`config.mk`:
```
export PLATFORM = sky130hd
export DESIGN_NAME = rbl_reset_boot
export DESIGN_NICKNAME = d
export VERILOG_FILES = /design/src/verilog/rbl_pkg.sv /design/src/verilog/rbl_reset_boot.sv
export VERILOG_INCLUDE_DIRS = /design/src /design/src/verilog
export SDC_FILE = /design/constraint.sdc
export NUM_CORES = 1
export LEC_CHECK = 0
export BUFFER_PORTS_ARGS = -buffer_cell sky130_fd_sc_hd__buf_2
export CORE_MARGIN = 8
export CORE_UTILIZATION = 43
export CTS_CLUSTER_SIZE = 20
export DETAILED_ROUTE_END_ITERATION = 12
export PLACE_DENSITY = 0.72
export SKIP_CTS_REPAIR_TIMING = 1
export SLEW_MARGIN = 15
export SYNTH_ARGS = -nofsm -noshare
export SYNTH_HDL_FRONTEND = slang
export SYNTH_SLANG_ARGS = --single-unit
```
`constraint.sdc`:
```
create_clock -name clock -period 2.3 [get_ports clock]
set_clock_uncertainty 0.1 [all_clocks]
set_input_delay 0.46 -clock clock [delete_from_list [all_inputs] [get_ports clock]]
set_output_delay 0.46 -clock clock [all_outputs]
set_load 0.1 [all_outputs]
```
`src/verilog/rbl_consts.svh`:
```
// offsets, field positions, reset values and timing counts of the reset/boot block
// assumes a 100 MHz clock and an APB slave with 32-bit data
`ifndef RBL_CONSTS_SVH
`define RBL_CONSTS_SVH
`define RBL_OFF_BOOT_CTRL 12'h024
`define RBL_OFF_CPU_STATE 12'h028
`define RBL_OFF_CFG_STATE 12'h02C
`define RBL_OFF_TRIPLET 12'h030
`define RBL_OFF_RX_BYTE 12'h034
`define RBL_OFF_PC 12'h038
`define RBL_BIT_IGNORE_PINS 7
`define RBL_BOOT_CTRL_RESET 8'h00
`define RBL_ZERO16 16'h0000
`define RBL_IRQ_PRIO_RESET 8'hFF
`define RBL_CLK_DIV8 2'h3
`define RBL_BANK0_WAIT4 3'h4
`define RBL_RST_CYCLES 128
`define RBL_WDOG_MS 2000
`define RBL_CLK_HZ 100000000
`define RBL_WDOG_CYCLES (`RBL_WDOG_MS * (`RBL_CLK_HZ / 1000))
`define RBL_BAUD 2400
`define RBL_SLOW_HZ 32768
`define RBL_BAUD_TICKS ((`RBL_SLOW_HZ + `RBL_BAUD / 2) / `RBL_BAUD)
`endif

```
`src/verilog/rbl_pkg.sv`:
```
// types shared by the reset/boot block
// assumes nothing beyond the constants header
package rbl_pkg;
  typedef enum logic [1:0] {
    RBL_BOOT_NONE,
    RBL_BOOT_SLAVE,
    RBL_BOOT_SYNC,
    RBL_BOOT_ASYNC
  } rbl_boot_type;
  typedef enum logic [2:0] {
    RBL_ST_DRAIN,
    RBL_ST_HOLD,
    RBL_ST_SAMPLE,
    RBL_ST_RUN,
    RBL_ST_ADDR_HI,
    RBL_ST_ADDR_LO,
    RBL_ST_DATA
  } rbl_state_type;
endpackage

```
`src/verilog/rbl_reset_boot.sv`:
```
// reset sequencer and bootstrap triplet loader with its apb register slave
// assumes one 100 MHz clock; pins and the 32 kHz clock arrive asynchronously
//
// What this block does
// - reset restores all processor state except the real-time clock
// - a write in progress delays pin reset until that write ends; a watchdog bite resets at once
// - internal reset lasts at least 128 main clock cycles
// - during reset second chip select floats, other controls are high
// - reset indicator high in reset or powerdown, low otherwise
// - cpu and peripheral clocks leave reset dividing by eight
// - doubler off, bank zero on select zero, protected, four waits, 8-bit
// - pc zero; priority ff; watchdog set, secondary watchdog clear
// - sample boot pins after reset; 00 fetches from 0000 via select zero
// - any boot pin high enters bootstrap on serial channel or slave port
// - asynchronous boot times 2400 bps from 32 kHz; others need no slow clock
// - bootstrap suppresses boot memory fetch and runs the internal boot rom
// - triplet is address high byte, address low byte, then data byte
// - address top bit set writes an internal register instead of memory
// - every received byte reloads the watchdog with two seconds
// - returning to boot rom start re-samples the boot pins
// - control bit 7 set ignores boot pins, normal execution continues
// - clearing bit 7 re-enters boot when low four pc bits are zero
// - setting bit 7 after an in-line download resumes interrupted code
// - any bootstrap entry erases the encryption ram
//
// The APB interface to the registers was left to the implementer.
`timescale 1ns/1ns
`default_nettype none
`include "rbl_consts.svh"
module rbl_reset_boot #(
  parameter int unsigned WDOG_CYCLES = `RBL_WDOG_CYCLES
) (
  input wire logic clock,
  input wire logic rst_n,
  input wire logic reset_pin_n,
  input wire logic powerdown,
  input wire logic write_busy,
  input wire logic boot_select_pin0,
  input wire logic boot_select_pin1,
  input wire logic slow_clk_32k,
  input wire logic rx_valid,
  input wire logic [7:0] rx_byte,
  input wire logic [15:0] cpu_pc,
  input wire logic [31:0] paddr,
  input wire logic psel,
  input wire logic penable,
  input wire logic pwrite,
  input wire logic [31:0] pwdata,
  output logic [31:0] prdata,
  output logic pready,
  output logic pslverr,
  output logic init_active_out,
  output logic mem_select0_n,
  output logic mem_read_strobe0_n,
  output logic mem_select1_n_o,
  output logic mem_select1_n_oe,
  output logic io_ctrl_n,
  output logic core_reset,
  output logic boot_rom_active,
  output logic [1:0] boot_port,
  output logic baud_tick,
  output logic boot_wr,
  output logic boot_wr_reg,
  output logic [15:0] boot_wr_addr,
  output logic [7:0] boot_wr_data,
  output logic crypt_ram_clear,
  output logic [1:0] cpu_clk_div,
  output logic [1:0] per_clk_div,
  output logic doubler_en,
  output logic [2:0] bank0_waits,
  output logic bank0_wprot,
  output logic mem_8bit,
  output logic [15:0] pc_init,
  output logic [7:0] irq_priority_level,
  output logic wdog_en,
  output logic sec_wdog_en,
  output logic wdog_expired
);
  // three-stage synchronisers for pins
  logic [2:0] rst_sync, p0_sync, p1_sync, slow_sync;
  logic rst_f, p0_f, p1_f;
  rbl_pkg::rbl_state_type state;
  rbl_pkg::rbl_state_type next_state;
  logic [7:0] rst_cnt;
  logic [7:0] slave_port_boot_control;
  logic [7:0] addr_hi;
  logic [31:0] wdog_cnt;
  logic [3:0] baud_cnt;
  logic [1:0] boot_mode;

  function automatic logic agree(input logic [2:0] s, input logic prev);
    agree = (s[2] == s[1]) ? s[1] : prev;
  endfunction

  always_ff @(posedge clock) begin
    if (!rst_n) begin
      rst_sync <= 3'h7;
      p0_sync <= 3'h0;
      p1_sync <= 3'h0;
      slow_sync <= 3'h0;
      rst_f <= 1'b1;
      p0_f <= 1'b0;
      p1_f <= 1'b0;
    end else begin
      rst_sync <= {rst_sync[1:0], reset_pin_n};
      p0_sync <= {p0_sync[1:0], boot_select_pin0};
      p1_sync <= {p1_sync[1:0], boot_select_pin1};
      slow_sync <= {slow_sync[1:0], slow_clk_32k};
      rst_f <= agree(rst_sync, rst_f);
      p0_f <= agree(p0_sync, p0_f);
      p1_f <= agree(p1_sync, p1_f);
    end
  end

  // decode of apb and sequence conditions
  wire [11:0] reg_addr = paddr[11:0];
  wire apb_setup = psel && !penable;
  wire apb_wr = psel && penable && pready && pwrite;
  wire hit_ctrl = reg_addr == `RBL_OFF_BOOT_CTRL;
  wire hit_ok = (paddr[31:12] == 20'h0_0000) && (hit_ctrl
    || reg_addr == `RBL_OFF_CPU_STATE || reg_addr == `RBL_OFF_CFG_STATE
    || reg_addr == `RBL_OFF_TRIPLET || reg_addr == `RBL_OFF_RX_BYTE
    || reg_addr == `RBL_OFF_PC);
  wire ctrl_wr = apb_wr && hit_ctrl;
  wire new_ignore = pwdata[`RBL_BIT_IGNORE_PINS];
  wire reset_req = !rst_f;
  wire reset_now = !write_busy; // drain ends once the write is done
  wire in_reset = state == rbl_pkg::RBL_ST_HOLD; // a pending write keeps drain out of reset
  wire [1:0] pins_now = {p1_f, p0_f};
  wire ignore = slave_port_boot_control[`RBL_BIT_IGNORE_PINS];
  wire in_boot = state == rbl_pkg::RBL_ST_ADDR_HI || state == rbl_pkg::RBL_ST_ADDR_LO
    || state == rbl_pkg::RBL_ST_DATA;
  wire reentry = state == rbl_pkg::RBL_ST_RUN && !ignore && cpu_pc[3:0] == 4'h0
    && pins_now != 2'h0;
  wire enter_boot = state == rbl_pkg::RBL_ST_SAMPLE && pins_now != 2'h0 && !ignore;
  wire wdog_bite = wdog_cnt == 32'h0000_0001;
  wire slow_rise = slow_sync[2] == 1'b0 && slow_sync[1] == 1'b1;

  // sequencer next state
  always_comb begin
    next_state = state;
    case (state)
      rbl_pkg::RBL_ST_DRAIN: next_state = reset_now ? rbl_pkg::RBL_ST_HOLD : state;
      rbl_pkg::RBL_ST_HOLD: begin
        if (!reset_req && rst_cnt >= 8'(`RBL_RST_CYCLES - 1)) begin
          next_state = rbl_pkg::RBL_ST_SAMPLE;
        end
      end
      rbl_pkg::RBL_ST_SAMPLE: begin
        next_state = (pins_now == 2'h0 || ignore) ? rbl_pkg::RBL_ST_RUN : rbl_pkg::RBL_ST_ADDR_HI;
      end
      rbl_pkg::RBL_ST_RUN: next_state = reentry ? rbl_pkg::RBL_ST_ADDR_HI : state;
      rbl_pkg::RBL_ST_ADDR_HI: next_state = rx_valid ? rbl_pkg::RBL_ST_ADDR_LO : state;
      rbl_pkg::RBL_ST_ADDR_LO: next_state = rx_valid ? rbl_pkg::RBL_ST_DATA : state;
      rbl_pkg::RBL_ST_DATA: begin
        if (rx_valid) begin
          next_state = rbl_pkg::RBL_ST_SAMPLE; // back to rom start
        end
      end
      default: next_state = rbl_pkg::RBL_ST_DRAIN;
    endcase
    if (state != rbl_pkg::RBL_ST_DRAIN && state != rbl_pkg::RBL_ST_HOLD && reset_req) begin
      next_state = rbl_pkg::RBL_ST_DRAIN;
    end
    if (in_boot && ignore) begin
      next_state = rbl_pkg::RBL_ST_RUN;
    end
    if (wdog_bite) begin
      next_state = rbl_pkg::RBL_ST_HOLD;
    end
  end

  // state and reset counter
  always_ff @(posedge clock) begin
    if (!rst_n) begin
      state <= rbl_pkg::RBL_ST_HOLD;
      rst_cnt <= 8'h00;
    end else begin
      state <= next_state;
      if (state != rbl_pkg::RBL_ST_HOLD || reset_req) begin
        rst_cnt <= 8'h00;
      end else if (rst_cnt != 8'hFF) begin
        rst_cnt <= rst_cnt + 8'h01;
      end
    end
  end

  // control register and boot mode latch
  always_ff @(posedge clock) begin
    if (!rst_n || in_reset) begin
      slave_port_boot_control <= `RBL_BOOT_CTRL_RESET;
      boot_mode <= 2'h0;
    end else begin
      if (ctrl_wr) begin
        slave_port_boot_control <= {new_ignore, 2'b00, pwdata[4:0]};
      end else if (state == rbl_pkg::RBL_ST_DATA && rx_valid && addr_hi[7]
        && {addr_hi[6:0], boot_wr_addr[7:0]} == 15'(`RBL_OFF_BOOT_CTRL)) begin
        slave_port_boot_control <= {rx_byte[7], 2'b00, rx_byte[4:0]};
      end
      if (enter_boot || reentry) begin
        boot_mode <= pins_now;
      end
    end
  end

  // triplet assembly and write strobes
  always_ff @(posedge clock) begin
    if (!rst_n || in_reset) begin
      addr_hi <= 8'h00;
      boot_wr <= 1'b0;
      boot_wr_reg <= 1'b0;
      boot_wr_addr <= `RBL_ZERO16;
      boot_wr_data <= 8'h00;
    end else begin
      boot_wr <= state == rbl_pkg::RBL_ST_DATA && rx_valid;
      if (state == rbl_pkg::RBL_ST_ADDR_HI && rx_valid) begin
        addr_hi <= rx_byte;
      end
      if (state == rbl_pkg::RBL_ST_ADDR_LO && rx_valid) begin
        boot_wr_addr <= {addr_hi, rx_byte};
      end
      if (state == rbl_pkg::RBL_ST_DATA && rx_valid) begin
        boot_wr_data <= rx_byte;
        boot_wr_reg <= boot_wr_addr[15];
      end
    end
  end

  // watchdog, reloaded by every boot byte
  always_ff @(posedge clock) begin
    if (!rst_n || in_reset) begin
      wdog_cnt <= WDOG_CYCLES;
      wdog_expired <= 1'b0;
    end else begin
      wdog_expired <= wdog_bite;
      if (in_boot && rx_valid) begin
        wdog_cnt <= WDOG_CYCLES;
      end else if (wdog_cnt != 32'h0000_0000) begin
        wdog_cnt <= wdog_cnt - 32'h0000_0001;
      end
    end
  end

  // baud tick from the 32 kHz clock, async serial boot only
  always_ff @(posedge clock) begin
    if (!rst_n || in_reset) begin
      baud_cnt <= 4'h0;
      baud_tick <= 1'b0;
    end else begin
      baud_tick <= 1'b0;
      if (boot_mode == 2'h3 && in_boot && slow_rise) begin
        if (baud_cnt == 4'(`RBL_BAUD_TICKS - 1)) begin
          baud_cnt <= 4'h0;
          baud_tick <= 1'b1;
        end else begin
          baud_cnt <= baud_cnt + 4'h1;
        end
      end
    end
  end

  // pin and configuration outputs
  always_ff @(posedge clock) begin
    if (!rst_n) begin
      init_active_out <= 1'b1;
      mem_select0_n <= 1'b1;
      mem_read_strobe0_n <= 1'b1;
      mem_select1_n_o <= 1'b1;
      mem_select1_n_oe <= 1'b0;
      io_ctrl_n <= 1'b1;
      core_reset <= 1'b1;
      boot_rom_active <= 1'b0;
      boot_port <= 2'h0;
      crypt_ram_clear <= 1'b0;
    end else begin
      init_active_out <= in_reset || powerdown;
      mem_select1_n_o <= 1'b1;
      mem_select1_n_oe <= !in_reset;
      io_ctrl_n <= 1'b1;
      mem_select0_n <= in_reset || in_boot || state == rbl_pkg::RBL_ST_SAMPLE;
      mem_read_strobe0_n <= in_reset || in_boot || state == rbl_pkg::RBL_ST_SAMPLE;
      core_reset <= in_reset;
      boot_rom_active <= in_boot;
      boot_port <= boot_mode;
      crypt_ram_clear <= enter_boot || reentry;
    end
  end

  // reset-time configuration values
  always_ff @(posedge clock) begin
    if (!rst_n || in_reset) begin
      cpu_clk_div <= `RBL_CLK_DIV8;
      per_clk_div <= `RBL_CLK_DIV8;
      doubler_en <= 1'b0;
      bank0_waits <= `RBL_BANK0_WAIT4;
      bank0_wprot <= 1'b1;
      mem_8bit <= 1'b1;
      pc_init <= `RBL_ZERO16;
      irq_priority_level <= `RBL_IRQ_PRIO_RESET;
      wdog_en <= 1'b1;
      sec_wdog_en <= 1'b0;
    end else begin
      wdog_en <= wdog_en;
    end
  end

  // apb read data and ready
  wire [31:0] rd_mux = hit_ctrl ? {24'h0, slave_port_boot_control[7], pins_now,
      slave_port_boot_control[4:0]}
    : reg_addr == `RBL_OFF_CPU_STATE ? {29'h0, state}
    : reg_addr == `RBL_OFF_CFG_STATE ? {24'h0, boot_mode, in_boot, init_active_out,
      doubler_en, cpu_clk_div, wdog_en}
    : reg_addr == `RBL_OFF_TRIPLET ? {8'h0, boot_wr_addr, boot_wr_data}
    : reg_addr == `RBL_OFF_RX_BYTE ? {24'h0, addr_hi}
    : reg_addr == `RBL_OFF_PC ? {16'h0, cpu_pc} : 32'h0000_0000;

  always_ff @(posedge clock) begin
    if (!rst_n) begin
      pready <= 1'b0;
      prdata <= 32'h0000_0000;
      pslverr <= 1'b0;
    end else begin
      pready <= apb_setup;
      pslverr <= apb_setup && !hit_ok;
      prdata <= (apb_setup && !pwrite) ? rd_mux : 32'h0000_0000;
    end
  end

  // sequencer, pin and watchdog checks
  property p_rom; @(posedge clock) disable iff (!rst_n)
    in_boot |=> boot_rom_active && mem_select0_n && mem_read_strobe0_n; endproperty
  a_rom: assert property (p_rom) else $error("boot fetch not suppressed");
  property p_rst_len; @(posedge clock) disable iff (!rst_n) state == rbl_pkg::RBL_ST_HOLD
    ##1 state == rbl_pkg::RBL_ST_SAMPLE |-> $past(rst_cnt) >= 8'h7F; endproperty
  a_rst_len: assert property (p_rst_len) else $error("reset shorter than 128 cycles");
  property p_cs1; @(posedge clock) disable iff (!rst_n)
    in_reset |=> !mem_select1_n_oe && mem_select0_n && io_ctrl_n; endproperty
  a_cs1: assert property (p_cs1) else $error("controls not parked in reset");
  property p_init_active_out; @(posedge clock) disable iff (!rst_n)
    1'b1 |=> init_active_out == $past(in_reset || powerdown); endproperty
  a_init_active_out: assert property (p_init_active_out) else $error("reset indicator wrong");
  property p_defer; @(posedge clock) disable iff (!rst_n) write_busy && !wdog_bite
    && state == rbl_pkg::RBL_ST_DRAIN |=> state != rbl_pkg::RBL_ST_HOLD; endproperty
  a_defer: assert property (p_defer) else $error("reset cut a write");
  property p_boot; @(posedge clock) disable iff (!rst_n) state == rbl_pkg::RBL_ST_SAMPLE
    && pins_now != 2'h0 && !ignore && !reset_req && !wdog_bite
    |=> in_boot && crypt_ram_clear; endproperty
  a_boot: assert property (p_boot) else $error("boot entry missed");
  property p_norm; @(posedge clock) disable iff (!rst_n) state == rbl_pkg::RBL_ST_SAMPLE
    && pins_now == 2'h0 && !reset_req && !wdog_bite
    |=> state == rbl_pkg::RBL_ST_RUN; endproperty
  a_norm: assert property (p_norm) else $error("normal fetch missed");
  property p_erase; @(posedge clock) disable iff (!rst_n)
    reentry && !reset_req && !wdog_bite |=> crypt_ram_clear && in_boot; endproperty
  a_erase: assert property (p_erase) else $error("encryption ram not erased");
  property p_wdog; @(posedge clock) disable iff (!rst_n)
    in_boot && rx_valid && !in_reset |=> wdog_cnt == WDOG_CYCLES; endproperty
  a_wdog: assert property (p_wdog) else $error("watchdog not reloaded");
  c_boot: cover property (@(posedge clock) disable iff (!rst_n) boot_wr && boot_wr_reg);
  c_run: cover property (@(posedge clock) disable iff (!rst_n) state == rbl_pkg::RBL_ST_RUN);
  c_re: cover property (@(posedge clock) disable iff (!rst_n) reentry);
endmodule
`default_nettype wire

```
==> run metrics, run 1 <==
outcome finished, final reports clean; post-DP HPWL ~13000 µm; adder-cell share of the synthesized area 0.007842; XOR/XNOR Fraction of Synth Area 0.02882; Synth Register Bits between 100 and 150; compound-gate portion of the synthesized area 0.1315; # diodes 0; commonest non-fill, non-tap cell in the layout dfxtp_1; Synth-to-Final Area Change 24.27%; number of flops mapped to enable cells by yosys 0; Layout Utilization 0.5457; max-cap check violation count 0; prevailing post-synth register cell dfxtp_1; Hold Path Sink init_active_out$_SDFF_PN1_; total routed wirelength between 15000 and 20000 µm; CTS Buf Count 17; Chip Height ~140 µm; clk_lat worst skew about 0.43 ns; H-tree depth 4; sequential-to-total area share from yosys stat 0.4391; commonest non-fill, non-tap cells in the layout 139 x dfxtp_1, 136 x buf_2, 82 x nand2_1; area of the multi-input gates about 3200 µm²; Fillers between 1k and 1.5k; Clock transition at path regs roughly 0.060 ns; Power Density between 700 and 800 nW/µm²; vias per cell approximately 5.1; Final Hold Violating Endpoints 0; Biggest register wdog_cnt; Design Area, Final 7931 µm²; Root Driver clkbuf_16; share of post-route cells with drive strength above 1 0.2574; Synth cell types 60; worst-case reg-to-reg path depth 5; Routed Antenna Nets 0; total grt overflow 0; largest family of logic cells by synthesized area simple AND/OR/NAND/NOR gates; Port Buffers between 100 and 150; FP Rows 44; Max Slew Vio Count 0; worst r2r src wdog_cnt[24]$_SDFFE_PP1P_; Reg2Reg Setup Slack 0.09 ns; Max clock buf depth 2; worst hold path type in -> reg; Rel. slew slack 0.6038; crit path max fanout 3; via count about 5.6k; syn_area_per_cell about 8.6 µm²; dpl cell area approximately 7300 µm²; Initial Utilization 0.4391; # IOs 209; Peak VDD IR 0.5871 mV; FFs w/ async S/R, synth 0; Nets about 1k; # DRC 0; Critical Path Source Type flip-flop; All-Layer GR Usage 0.1781; antenna violations before repair 1; largest net degree at the start of global routing 48; Worst setup EP type flip-flop; Die Wd 137.8 µm; Hold Startpoint powerdown; mux contribution to synthesized area 0.05783; worst-margin pin slew 0.5944 ns; clock sink total 140; Regs by FF count wdog_cnt: 32 flops, prdata: 24 flops, boot_wr_addr: 16 flops; hold path depth 2; vias in the first global route between 5k and 6k; die area 19000 µm²; Leak around 0.0032 µW; register area ~2800 µm²; Fmax achieved between 400 and 500 MHz; final setup vio count 0; drt wl/cell roughly 16 µm; Critical R2R Capture state[2]$_SDFFE_PP0P_; mapped cell area 6382 µm²; Ys Warns 0; critical path start-end classification reg -> reg; CORE AREA roughly 15000 µm²; RSZ-0062 raised after global routing false; Synth Area in Simple Gates 0.2458; first-pass iteration count of the detailed router 5; max FFs per register 32; worst hold slack 0.1153 ns; Tmin final roughly 2.2 ns; TritonCTS clock tree yes; First DRT Iteration DRCs 450; global-route wire length before repair ~26000 µm; Final GP Congestion approximately 0.85; Critical Path RT around 2.5 ns; Cells after Synth around 740; WP data arrival approximately 2.4 ns; Final period util 0.9614
[layout make-up]
class / count / share of cell area
multi-input cells: 546 / 0.4038
flip-flops and latches: 140 / 0.3535
repair buffers: 177 / 0.1278
clock buffers: 17 / 0.05364
well taps: 184 / 0.02903
clock inverters: 15 / 0.02366
inverters: 18 / 0.008519
[worst max-delay path, cell delays in order, from the launching register on]
cell     delay, ns
dfxtp_1       0.30
or4_1         0.56
or4_4         0.44
or3b_4        0.43
o21ai_4       0.19
nor3b_1       0.07
[report_power, final]
group	total [µW]	switching [µW]	internal (µW)	leakage (µW)
registers	2450	6.94	2440	0.00113
clock network	2840	1180	1660	0.000301
logic	501	422	79.4	0.00178
[through the flow]
step,total power (µW),setup slack (ns),std cells,TNS (ns)
after floorplan,2962,0.02138,787,0
after global placement,2994,-0.06913,1065,-0.2981
after detailed placement,2997,-0.1106,1065,-0.4665
after CTS,5829,0.06149,1097,0
after global routing,5958,0.007569,1097,0
final,5783,0.08883,1097,0
[per-layer routing]
metal  track usage  share of wire  vias to the layer above
met4       0.09075          0.026                        2
met2        0.3040           0.49                      193
met3       0.04814          0.090                       35
met5             0        0.00076                        -
li1              -              -                     2841
met1        0.2002           0.39                     2559
[kinds of logic after synthesis]
group / count (synthesis)
flops: 140
xor+xnor: 21
buf+inv: 101
simple gates: 303
other cells: 2
compound gates: 136
fa+ha+maj: 4
mux: 36
[synth_stat cells (all sizes together) (7+ instances only)]
master | number | area share
or4 | 8 | 0.0094
mux2i | 29 | 0.045
nor2 | 67 | 0.039
inv | 18 | 0.011
a211oi | 17 | 0.020
a21oi | 54 | 0.042
nand4 | 7 | 0.0069
o21ai | 27 | 0.022
nand2b | 11 | 0.011
dfxtp | 140 | 0.44
clkbuf | 27 | 0.016
mux2 | 7 | 0.012
and2 | 23 | 0.023
buf | 56 | 0.061
nand3 | 24 | 0.020
nor3 | 13 | 0.013
nor4 | 21 | 0.022
a31oi | 7 | 0.0069
nand2 | 82 | 0.048
nand3b | 7 | 0.0082
xnor2 | 17 | 0.023
or3 | 12 | 0.012
[worst max path at each step]
| stage | start | end | slack [ns] | cells after the start |
|---|---|---|---|---|
| finish | wdog_cnt[24]$_SDFFE_PP1P_ | state[2]$_SDFFE_PP0P_ | 0.09 | 5 |
| global route | wdog_cnt[24]$_SDFFE_PP1P_ | state[2]$_SDFFE_PP0P_ | 0.008 | 5 |
| CTS | wdog_cnt[11]$_SDFFE_PP0P_ | wdog_cnt[18]$_SDFFE_PP0P_ | 0.06 | 5 |
| detailed placement | paddr[9] | prdata[1]$_SDFF_PN0_ | -0.11 | 6 |
| global placement | paddr[9] | prdata[2]$_SDFF_PN0_ | -0.07 | 6 |
| floorplan | boot_wr_addr[5]$_SDFFE_PP0P_ | slave_port_boot_control[0]$_SDFFE_PP0P_ | 0.02 | 5 |
Power figures use the tool's default switching activity.
==> run 2, diff against run 1 <==
- CORE_ASPECT_RATIO: default -> 1.4
- GPL_ROUTABILITY_DRIVEN: default -> 0
- RECOVER_POWER: default -> 100
==> run 2 against run 1 <==
  * Fmax increased by 0.40%
  * Wire length decreased by 2.8%
  * Setup slack improved by 0.0089 ns
  * Via count increased by 0.67%
  * Sequential share of layout area increased by 0.44 points
  * Clock-buffer cell count unchanged
  * Clock power decreased by 7.0%
  * Final cell count increased by 0.82%
  * Combinational power decreased by 2%
  * Critical endpoint is now state[1]$_SDFFE_PP0P_
  * Highest routed layer is now met4
==> run metrics, run 2 (same netlist as run 1, synthesis figures left out) <==
clk_lat worst skew 0.41 ns (-0.02 ns); worst-margin pin slew 0.5892 ns (-0.005184 ns); Regs by FF count wdog_cnt: 32 flops, prdata: 24 flops, boot_wr_addr: 16 flops; Power, Total 5577 µW (-3.6%); CTS Buf Count 17 (unchanged); crit path max fanout 3 (unchanged); max-cap check violation count 0 (unchanged); Root Driver clkbuf_16; via count 5668 (+0.67%); Biggest register wdog_cnt; first-pass iteration count of the detailed router 4 (-1); Critical Path Max Stage Delay 0.55 ns (about the same); antenna violations before repair 0 (-1); Initial Utilization 0.4399 (+0.0007574); Design Area, Final 7834 µm² (-1.2%); Die Wd 119.0 µm (-14%); dpl cell area 7323 µm² (+0.33%); Sw Share 0.2903 (+0.01243); clock sink total 140 (unchanged); critical path start-end classification reg -> reg; Sw Pwr 1619 µW (+0.75%); Final period util 0.9575 (-0.003862); commonest non-fill, non-tap cells in the layout 139 x dfxtp_1, 82 x nand2_1, 72 x buf_2; post-DP HPWL 12840 µm (-0.50%); RSZ-0062 raised after global routing false; Chip Height 160.2 µm (+16%); commonest non-fill, non-tap cell in the layout dfxtp_1; largest net degree at the start of global routing 51 (+6.3%); Max Slew Vio Count 0 (unchanged); # IOs 209 (unchanged); global-route wire length before repair 27080 µm (+2.9%); worst hold path type in -> reg; Clock transition at path regs 0.06 ns (about the same); # DRC 0 (unchanged); Fmax achieved 454.1 MHz (+0.40%); First DRT Iteration DRCs 327 (-27%); Layout Utilization 0.5399 (-0.005785); Rel. slew slack 0.6072 (+0.003456); max FFs per register 32 (unchanged); Flop pwr share 0.438 (+0.015); Peak VDD IR 0.3988 mV (-32%); Final Hold Violating Endpoints 0 (unchanged); Combinational Power Share 0.088 (about the same); Leak 0.003078 µW (-4.1%); Most common cell on crit path or4_1; die area 19050 µm² (+0.29%); internal power 3958 µW (-5.2%); Port Buffers 136 (unchanged); WP data arrival 2.40 ns (-0.03 ns); Clock Power Share 0.473 (-0.017); Nets 1008 (+0.40%); CP Cell Sequence or4_1 -> or4_1 -> or3b_4 -> o21ai_4 -> nor2_1; vias in the first global route 5504 (+4.4%); H-tree depth 4 (unchanged); Critical Path RT 2.50 ns (-0.02 ns); drt wl/cell 15.12 µm (-3.6%); Worst setup EP type flip-flop; outcome finished, final reports clean; Inst Count DP 1074 (+0.85%); total routed wirelength 16720 µm (-2.8%); share of post-route cells with drive strength above 1 0.2410 (-0.01639); Routed Antenna Nets 0 (unchanged); TritonCTS clock tree yes; CORE AREA 14510 µm² (-0.17%); Power Density 711.9 nW/µm² (-2.4%); # diodes 0 (unchanged); Max clock buf depth 2 (unchanged); Synth-to-Final Area Change 22.74%; Tmin final 2.202 ns (-0.008882 ns); Fillers 1369 (+4.0%); FP Rows 52 (+18%); final setup vio count 0 (unchanged); crit path max-delay cell type or4_1; total grt overflow 0 (unchanged); All-Layer GR Usage 0.1737 (-0.004404); Critical Path Source Type flip-flop; final cell count without fillers 1106 (+0.82%); setup TNS 0 ns (unchanged); vias per cell 5.125 (-0.14%)
## run 2: cell types whose count changed in the layout (fill, tap and decap cells not counted), moves of 5 or more
cell | previous run | this run
buf_2 | 136 | 72
clkbuf_1 | 0 | 15
buf_4 | 39 | 28
clkbuf_2 | 0 | 65
and2_0 | 0 | 5
and2_1 | 23 | 18
## run 2: worst max-delay path, delay by kind of cell, from the launching register on
family / cells / cell delay (ns)
AOI/OAI and AO/OA: 1 / 0.19
DFF: 1 / 0.31
and+or+nand+nor: 4 / 1.50
## run 2: path summary, 6_finish.rpt
check / endpoint / from / slack [ns] / cells past startpoint
setup / recovery: state[1]$_SDFFE_PP0P_ / wdog_cnt[24]$_SDFFE_PP1P_ / 0.1 / 5
hold / removal: rst_sync[0]$_SDFF_PN1_ / reset_pin_n / 0.12 / 2
setup reg to reg: state[1]$_SDFFE_PP0P_ / wdog_cnt[24]$_SDFFE_PP1P_ / 0.1 / 5
hold reg to reg: rst_sync[1]$_SDFF_PN1_ / rst_sync[0]$_SDFF_PN1_ / 0.31 / 1
## run 2: power groups by stage
stage	combinational [µW]	sequential, µW	clock [µW]
6_report	493	2450	2640
3_3_place_gp	490	2500	0
4_1_cts	492	2440	2690
5_1_grt	514	2450	2810
3_5_place_dp	492	2500	0
2_1_floorplan	453	2510	0
## run 2: routing by layer
layer | wire (µm) | global-route usage
met1 | 6634 | 0.1815
met5 | 0 | 0
met3 | 1083 | 0.05363
met2 | 8510 | 0.3095
met4 | 490 | 0.08194
## run 2: final cells by class
class                           instances  area [µm²]  area share
Clock buffer                           17       425.4     0.05430
Clock inverter                         15       147.6     0.01885
Inverter                               18       67.56    0.008625
Multi-Input combinational cell        546        3193      0.4076
Sequential cell                       140        2804      0.3579
Tap cell                              189       236.5     0.03019
Timing Repair Buffer                  181       959.7      0.1225
## run 2: stage by stage
step | hold WS [ns] | setup WS (ns)
after floorplan | 0.2863 | 0.02138
after global placement | 0.2933 | -0.05413
after detailed placement | 0.2985 | -0.05931
after CTS | 0.1095 | 0.04606
after global routing | 0.1115 | 0.01379
final | 0.1244 | 0.09771
